**src/inc/tgd_pkg.sv**
```systemverilog
// Package for the tri-state gate drive control block.
// Assumes a single 25 MHz clock. All pin inputs are already synchronous digital levels.
package tgd_pkg;

  // ==========================================================================
  // Timing
  // ==========================================================================
  localparam int CLK_PERIOD_NS   = 40;
  localparam int HOLDOFF_TIME_NS = 130;
  localparam int DEAD_TIME_NS    = 10;
  // Least times round up to whole cycles; only the dead time is held to at least one cycle
  localparam int HOLDOFF_CYCLES  = (HOLDOFF_TIME_NS + CLK_PERIOD_NS - 1) / CLK_PERIOD_NS;
  localparam int DEAD_CYCLES_RAW = (DEAD_TIME_NS + CLK_PERIOD_NS - 1) / CLK_PERIOD_NS;
  localparam int DEAD_CYCLES     = (DEAD_CYCLES_RAW < 1) ? 1 : DEAD_CYCLES_RAW;
  localparam int BLANK_CYCLES    = 2;
  localparam int TICK_DIV        = 1;
  localparam int CNT_W           = 8;
  localparam logic [CNT_W-1:0] CNT_ZERO = 8'h00;
  localparam logic [CNT_W-1:0] CNT_ONE  = 8'h01;

  // ==========================================================================
  // Phase command levels from the input comparators
  // ==========================================================================
  typedef enum logic [1:0] {
    CMD_LOW  = 2'b00,
    CMD_HIGH = 2'b01,
    CMD_MID  = 2'b10
  } tgd_cmd_t;

  // ==========================================================================
  // Gate sequencer states
  // ==========================================================================
  typedef enum logic [2:0] {
    ST_IDLE    = 3'b000,
    ST_HS_WAIT = 3'b001,
    ST_HS_ON   = 3'b010,
    ST_LS_WAIT = 3'b011,
    ST_LS_ON   = 3'b100,
    ST_LS_DONE = 3'b101
  } tgd_state_t;

  // ==========================================================================
  // Carriers
  // ==========================================================================
  typedef struct packed {
    logic supply_above_on;    // Logic supply above lockout on threshold
    logic supply_below_off;   // Logic supply below lockout off threshold
    logic temp_above_set;     // Junction above thermal_set_temp
    logic temp_below_clear;   // Junction below thermal_clear_temp
    logic high_gate_low;      // Monitored high-side gate below 1 V
    logic low_gate_low;       // Monitored low-side gate below 1 V
    logic zero_cross_detect;  // Inductor current has reached zero
  } tgd_sense_t;

  typedef struct packed {
    logic high_gate_drive;
    logic low_gate_drive;
  } tgd_gate_t;

endpackage : tgd_pkg

```
**src/tgd_gate_ctrl.sv**
```systemverilog
// Gate command logic of one buck power stage phase.
// Assumes analog comparators deliver clean synchronous levels on sense_in and phase_cmd_in.
`timescale 1ns/100ps
module tgd_gate_ctrl
  import tgd_pkg::*;
#(
  parameter int HOLDOFF_TICKS = HOLDOFF_CYCLES,
  parameter int BLANK_TICKS   = BLANK_CYCLES,
  parameter int DEAD_TICKS    = DEAD_CYCLES,
  parameter int TICK_DIVIDE   = TICK_DIV
) (
  // Clock and reset
  input  wire logic       clock_in,
  input  wire logic       rst_b_in,
  // Controller side
  input  wire tgd_cmd_t   phase_cmd_in,
  input  wire logic       shutdown_n_in,
  input  wire logic       shutdown_n_driven_in,
  input  wire logic       zero_cross_mode_n_in,
  // Analog sense levels
  input  wire tgd_sense_t sense_in,
  // Gate commands
  output tgd_gate_t       gate_out,
  // Thermal warning open-drain pin
  output logic            thermal_warn_n_out,
  output logic            thermal_warn_n_oe_out
);

  // ==========================================================================
  // Timing tick
  // ==========================================================================
  logic [CNT_W-1:0] div_q;
  logic             tick;

  assign tick = (div_q == CNT_ZERO);

  always_ff @(posedge clock_in)
  begin
    if (!rst_b_in || tick)
      div_q <= CNT_W'(TICK_DIVIDE - 1);
    else
      div_q <= div_q - CNT_ONE;
  end

  function automatic logic [CNT_W-1:0] sat_inc(input logic [CNT_W-1:0] v);
    sat_inc = (v == '1) ? v : v + CNT_ONE;
  endfunction : sat_inc

  // ==========================================================================
  // Supply lockout and enable
  // ==========================================================================
  logic lockout_q;
  logic lockout_d;
  logic shut_active;
  logic drive_en;

  // Comparator hysteresis: on and off thresholds differ, state holds between
  assign lockout_d   = sense_in.supply_below_off ? 1'b1 :
                       sense_in.supply_above_on  ? 1'b0 : lockout_q;
  // The pad pull-down makes an open pin read as shutdown
  assign shut_active = !(shutdown_n_in && shutdown_n_driven_in);
  assign drive_en    = !lockout_q && !shut_active;

  always_ff @(posedge clock_in)
  begin
    if (!rst_b_in)
      lockout_q <= 1'b1;
    else
      lockout_q <= lockout_d;
  end

  // ==========================================================================
  // Tri-state hold-off
  // ==========================================================================
  logic [CNT_W-1:0] tri_cnt_q;
  logic             tri_expired;

  assign tri_expired = (tri_cnt_q >= CNT_W'(HOLDOFF_TICKS));

  always_ff @(posedge clock_in)
  begin
    if (!rst_b_in || phase_cmd_in != CMD_MID)
      tri_cnt_q <= CNT_ZERO;
    else if (tick)
      tri_cnt_q <= sat_inc(tri_cnt_q);
  end

  // ==========================================================================
  // Gate sequencer
  // ==========================================================================
  tgd_state_t       state_q;
  tgd_state_t       state_d;
  logic [CNT_W-1:0] dwell_q;
  logic             want_high;
  logic             want_low;
  logic             dead_done;
  logic             blank_done;
  logic             zc_enabled;
  tgd_gate_t        gate_d;

  assign want_high  = (phase_cmd_in == CMD_HIGH);
  assign want_low   = (phase_cmd_in == CMD_LOW);
  assign dead_done  = (dwell_q >= CNT_W'(DEAD_TICKS));
  assign blank_done = (dwell_q >= CNT_W'(BLANK_TICKS));
  assign zc_enabled = !zero_cross_mode_n_in;

  always_comb
  begin
    state_d = state_q;
    if (!drive_en || tri_expired)
      state_d = ST_IDLE;
    else
      case (state_q)
        ST_IDLE:
        begin
          if (want_high)
            state_d = ST_HS_WAIT;
          else if (want_low)
            state_d = ST_LS_WAIT;
        end
        ST_HS_WAIT:
        begin
          if (want_low)
            state_d = ST_LS_WAIT;
          else if (sense_in.low_gate_low && dead_done)
            state_d = ST_HS_ON;
        end
        ST_HS_ON:
        begin
          if (want_low)
            state_d = ST_LS_WAIT;
        end
        ST_LS_WAIT:
        begin
          if (want_high)
            state_d = ST_HS_WAIT;
          else if (sense_in.high_gate_low && dead_done)
            state_d = ST_LS_ON;
        end
        ST_LS_ON:
        begin
          if (want_high)
            state_d = ST_HS_WAIT;
          else if (zc_enabled && blank_done && sense_in.zero_cross_detect)
            state_d = ST_LS_DONE;
        end
        ST_LS_DONE:
        begin
          if (want_high)
            state_d = ST_HS_WAIT;
        end
        default:
          state_d = ST_IDLE;
      endcase
  end

  // One-hot decode of the state keeps the two gates exclusive by construction
  assign gate_d.high_gate_drive = (state_d == ST_HS_ON);
  assign gate_d.low_gate_drive  = (state_d == ST_LS_ON);

  always_ff @(posedge clock_in)
  begin
    if (!rst_b_in)
    begin
      state_q  <= ST_IDLE;
      gate_out <= '0;
    end
    else
    begin
      state_q  <= state_d;
      gate_out <= gate_d;
    end
  end

  // Dwell restarts on every state change; blanking and dead time share it
  always_ff @(posedge clock_in)
  begin
    if (!rst_b_in || state_d != state_q)
      dwell_q <= CNT_ZERO;
    else if (tick)
      dwell_q <= sat_inc(dwell_q);
  end

  // ==========================================================================
  // Thermal warning
  // ==========================================================================
  logic warn_q;

  // The flag feeds only the pin; switching ignores it
  always_ff @(posedge clock_in)
  begin
    if (!rst_b_in)
      warn_q <= 1'b0;
    else if (sense_in.temp_above_set)
      warn_q <= 1'b1;
    else if (sense_in.temp_below_clear)
      warn_q <= 1'b0;
  end

  assign thermal_warn_n_out    = 1'b0;
  assign thermal_warn_n_oe_out = warn_q;
endmodule : tgd_gate_ctrl

```
**config.mk**
```make
export PLATFORM = sky130hd
export DESIGN_NAME = tgd_gate_ctrl
export DESIGN_NICKNAME = d
export VERILOG_FILES = /design/src/inc/tgd_pkg.sv /design/src/tgd_gate_ctrl.sv
export SDC_FILE = /design/constraint.sdc
export NUM_CORES = 1
export LEC_CHECK = 0
export ABC_AREA = 1
export BUFFER_PORTS_ARGS = -buffer_cell sky130_fd_sc_hd__buf_2
export CORE_MARGIN = 10
export CORE_UTILIZATION = 35
export DETAILED_ROUTE_END_ITERATION = 10
export MAX_ROUTING_LAYER = met4
export PLACE_DENSITY = 0.54
export SLEW_MARGIN = 5
export SYNTH_ARGS = -nofsm -noshare
export SYNTH_HDL_FRONTEND = slang
export SYNTH_SLANG_ARGS = --single-unit
export TNS_END_PERCENT = 1
```
**constraint.sdc**
```tcl
create_clock -name clock_in -period 3.1 [get_ports clock_in]
set_clock_uncertainty 0.05 [all_clocks]
set_input_delay 0.31 -clock clock_in [delete_from_list [all_inputs] [get_ports clock_in]]
set_output_delay 0.31 -clock clock_in [all_outputs]
set_load 0.1 [all_outputs]
```
Word level (Yosys, flattened, before mapping)
Cells that the tools add are included.
{"block": "op_classes", "addsub": 3, "magnitude_cmp": 3, "n_eq_ne": 12, "n_mux": 13, "bitwise": 3, "reduce_logical": 21}
{"operator": "$mux 3", "count": 10}
{"operator": "$pmux 3 s6", "count": 1}
{"operator": "$add 8x1->8 const B", "count": 2}
{"operator": "$eq 8x8->1 const B", "count": 2}
{"operator": "$eq 3x2->1 const B", "count": 3}
{"operator": "$eq 3x3->1 const B", "count": 3}
{"operator": "$ge 8x1->1 const B", "count": 1}
{"operator": "$ge 8x2->1 const B", "count": 1}
{"operator": "$ge 8x3->1 const B", "count": 1}
{"operator": "$logic_not 8->1", "count": 1}
{"operator": "$sub 8x1->8 const B", "count": 1}
{"operator": "$logic_and 1x1->1", "count": 6}
{"operator": "$logic_not 1->1", "count": 4}
{"operator": "$logic_or 1x1->1", "count": 4}
{"operator": "$reduce_and 2->1", "count": 2}
{"operator": "$eq 3x1->1 const B", "count": 1}
{"operator": "$logic_not 3->1", "count": 1}
{"operator": "$ne 3x3->1", "count": 1}
{"operator": "$not 1->1", "count": 3}
{"operator": "$eq 2x1->1 const B", "count": 1}
{"operator": "$logic_not 2->1", "count": 1}
{"operator": "$mux 1", "count": 2}
{"operator": "$ne 2x2->1 const B", "count": 1}
{"operator": "$reduce_bool 2->1", "count": 1}
{"operator": "$reduce_or 2->1", "count": 1}
{"block": "word_totals", "ff_bits": 31, "in_bits": 14, "out_inout_bits": 4, "wordCells": 63}

Longest topological paths before layout
{"block": "depth", "ltp_word": 9, "depth_mapped": 16, "ltp_nobuf": 16}

Least setup slack after synthesis
Ideal clock, no wire load.
{"block": "synth_timing", "path_type": "register -> register", "from": "reg dwell_q[1]", "to": "reg dwell_q[7]", "setup_ns": 0.116, "arrival_time_ns": 1.467, "required_time_ns": 2.934, "path_slack_ns": 1.468, "path_stages_with_launch": 17, "n_path_buf": 0, "synth_period_minus_slack_ns": 1.632, "cell_sequence": "dfxtp_1 inv_1 ha_1 inv_1 nand2_1 nor2_1 nand2_2 nand2_1 nand2_1 nand2_1 nand2_1 nand3_1 nand2_2 nand2_1 nand2_2 nand3_4 nor2_1"}
{"block": "synth_between", "elab_chain_cells": 9, "word_cells_on_any_way": 20, "classes_between": "add/sub: 1; order compare: 2; eq/ne: 2; mux: 8; bitwise: 1; reduce/logical: 6"}
{"item": "start: declaration", "line": "tgd_gate_ctrl.sv:93", "text": "logic [CNT_W-1:0] dwell_q;"}
{"item": "start signal: assignment", "line": "tgd_gate_ctrl.sv:181", "text": "dwell_q <= sat_inc(dwell_q);"}
{"item": "$ge 8x2->1", "line": "tgd_gate_ctrl.sv:104", "text": "assign blank_done = (dwell_q >= CNT_W'(BLANK_TICKS));"}
{"item": "$logic_and 1x1->1 (2 in series)", "line": "tgd_gate_ctrl.sv:144", "text": "else if (zc_enabled && blank_done && sense_in.zero_cross_detect)"}
{"item": "$mux 3", "line": "tgd_gate_ctrl.sv:144"}
{"item": "$mux 3", "line": "tgd_gate_ctrl.sv:142", "text": "if (want_high)"}
{"item": "$pmux 3 s6", "line": "tgd_gate_ctrl.sv:113", "text": "case (state_q)"}
{"item": "$mux 3", "line": "tgd_gate_ctrl.sv:110", "text": "if (!drive_en || tri_expired)"}
{"item": "$ne 3x3->1", "line": "tgd_gate_ctrl.sv:178", "text": "if (!rst_b_in || state_d != state_q)"}
{"item": "$logic_or 1x1->1", "line": "tgd_gate_ctrl.sv:178"}
Several ways; a longest one is shown, not always the timed one.
A chain may end at the register's enable or synchronous reset.

Final worst setup path
{"block": "layout_timing", "from": "reg dwell_q[1]", "to": "reg dwell_q[5]"}
Same word-level chain as after synthesis.

==> results_dict.tcl <==
set metrics [dict create \
    outcome "completed" \
    final_nets 295 \
    clockRootBuffer "clkbuf_8" \
    synth-edff-count 0 \
    antenna_found_initial 0 \
    cts_tree "built" \
    postRouteAntennaNets 0 \
    min-delay-path-class "primary input to register" \
    cts-htree-levels 2 \
    setup_tns_ns 0 \
    io_pins 18 \
    numCtsBuffers 5 \
    power.switching_uw 204 \
    hold_viol 0 \
    sw_frac_of_total 0.228 \
    setup_viol 0 \
    vias_per_cell 4.37 \
    crit_path_max_incr_delay_ns 0.38 \
    min_period_ns 1.83 \
    slew_violations 0 \
    io_buffer_count 16 \
    internal-power_uw 690 \
    core_sq_um 4750 \
    ys_seq_area_frac 0.357 \
    drtPass1Iterations 4 \
    cpMostUsedCell "nand2_1" \
    yosys-top-cells-area "dfxtp_1 (36%), inv_1 (9.7%), nand2_1 (8.9%)" \
    hpwl_um 2730 \
    worst_setup_path_end_kind "register" \
    clockPowerShare 0.458 \
    routed_wl_um 3370 \
    rows 25 \
    drtIter0Drc 50 \
    irDropWorstVdd_mv 0.266 \
    leakage_nw 0.930 \
    insertion_delay_ns 0.28 \
    worst_slew_pin_slew_ns 0.656 \
    grt_overflow 0 \
    final_common_cell "inv_1" \
    stdcell_area_sq_um 2000 \
    power_uw 894 \
    gp_congestion 0.805 \
    synthFlopType "dfxtp_1" \
    final_cell_mix "inv_1 (45), nand2_1 (41), nor2_1 (35)" \
    cts_buffer_depth 2 \
    avgRoutedWirePerCell_um 9.87 \
    finalCritPeriodShare 0.591 \
    seq_power_share 0.457 \
    syn_area_sq_um 1740 \
    die_area_sq_um 8180 \
    p_per_area_nw_per_um2 446 \
    yosysUniqueCellTypes 28 \
    synth_area_leader_cell "dfxtp_1" \
    grt_max_degree 11 \
    rsz0062_at_grt "false" \
    fmax_mhz 546 \
    path_cells "inv_1 -> ha_1 -> inv_1 -> nand2_1 -> nor2_1 -> nand2_2 -> nand2_1 -> nand2_1 -> nand2_1 -> nand2_1 -> nand3_1 -> nand2_2 -> nand2_1 -> nand2_2 -> nand3_4 -> nor2_1" \
    syn_inst 252 \
    critPathArrivalTime_ns 1.96 \
    clk_pin_slew_worst_paths_ns 0.06 \
    cp-start-kind "register" \
    relSlewSlack 0.559 \
    hold_buffers 0 \
    cts_sinks 31 \
    die_w_um 90.4 \
    worstSetupPathType "register to register" \
    cts_resized 0 \
    worstPathRequired_ns 3.22 \
    dr_total_vias 1490 \
    avgSynthCellArea_sq_um 6.89 \
    cp_slowest_cell "dfxtp_1" \
    drive_gt1_frac 0.172 \
    yosysWarningCount 0 \
    antennaDiodeCount 0 \
    grt_usage 0.0924 \
    synthesis.nets 274 \
    synth_top_area_share 0.357 \
    async_reset_ff_frac 0 \
    grt_pass1_vias 1496 \
    start_util 0.365 \
    grt_pass1_wl_um 6270 \
    synth_seq_cells 31 \
    comb_power_share 0.084 \
    crit_path_max_fanout 8 \
    postCtsSetupBuffers 0 \
    dpl_cell_area_sq_um 1890 \
    drc_errors 0 \
    fp.dieH_um 90.4 \
    drv_cap 0 \
    area_delta_synth_final_pct 15.3 \
]
## final timing paths
kind                                   from    endpoint  slack [ns]  depth (start not counted)
worst max-delay path             dwell_q[1]  dwell_q[5]        1.27                         16
worst min-delay path            sense_in[6]   lockout_q        0.16                          2
worst max register to register   dwell_q[1]  dwell_q[5]        1.27                         16
worst min register to register     div_q[0]    div_q[0]        0.36                          1
## power groups by stage
stage	clock, mW	combinational, mW	sequential, mW
after CTS	0.425	0.0772	0.409
after detailed placement	0	0.0768	0.418
final	0.410	0.0755	0.409
after global routing	0.442	0.0873	0.409
after global placement	0	0.0766	0.417
after floorplan	0	0.0513	0.423
## synthesized netlist by cell type (all sizes together) (3+ instances only)
master	instances
nand2	50
inv	48
nor2	40
dfxtp	31
nand3	18
o21ai	15
a21oi	13
xor2	9
ha	8
nor3	6
nand4	3
## state kept, by name, indices dropped and copies added, names as in the netlist
register	count
div_q	8
dwell_q	8
tri_cnt_q	8
state_q	3
gate_out	2
lockout_q	1
thermal_warn_n_oe_out	1
## final cells by class
cell class	instances	area, sq um
clock buffers	6	82.6
clock inverters	2	35.0
fillers	527	2750
inverters	48	180
multi-input cells	171	921
flip-flops and latches	31	621
well taps	67	83.8
repair buffers	16	80.1
## worst max-delay path: cells and delay by family, from the launching register on
family	cells	cell delay, ns
buffers and inverters	2	0.15
flip-flops	1	0.38
AND/OR/NAND/NOR	13	0.98
adder cells (fa/ha/maj)	1	0.18
## through the flow
step	cells	hold slack [ns]	utilization	setup slack (ns)
floorplan	252	0.343	-	1.47
finish	341	0.157	0.421	1.27
global placement	333	0.352	0.397	1.27
detailed placement	333	0.356	0.397	1.24
CTS	341	0.149	0.421	1.24
global route	341	0.161	0.421	0.967
## metal layers
layer  vias to the layer above  part of all wire  global-route usage
li1                        824                 -                   -
met1                       634              0.50               0.105
met2                        21              0.43               0.139
met3                        11             0.037              0.0324
met4                         0             0.028              0.0517
met5                         -                 0                   -
## cells by family (layout without fill, tap and decap cells)
logic type      count (synthesis)  count (layout)  share of synthesized area
simple gates                  123             123                      0.334
flops                          31              31                      0.357
fa+ha+maj                       8               8                     0.0576
other cells                     1               1                    0.00216
compound gates                 30              30                     0.0915
xor+xnor                        9               9                     0.0454
buf+inv                        50              72                      0.112
Note: power is estimated with default switching activity, not from simulation.
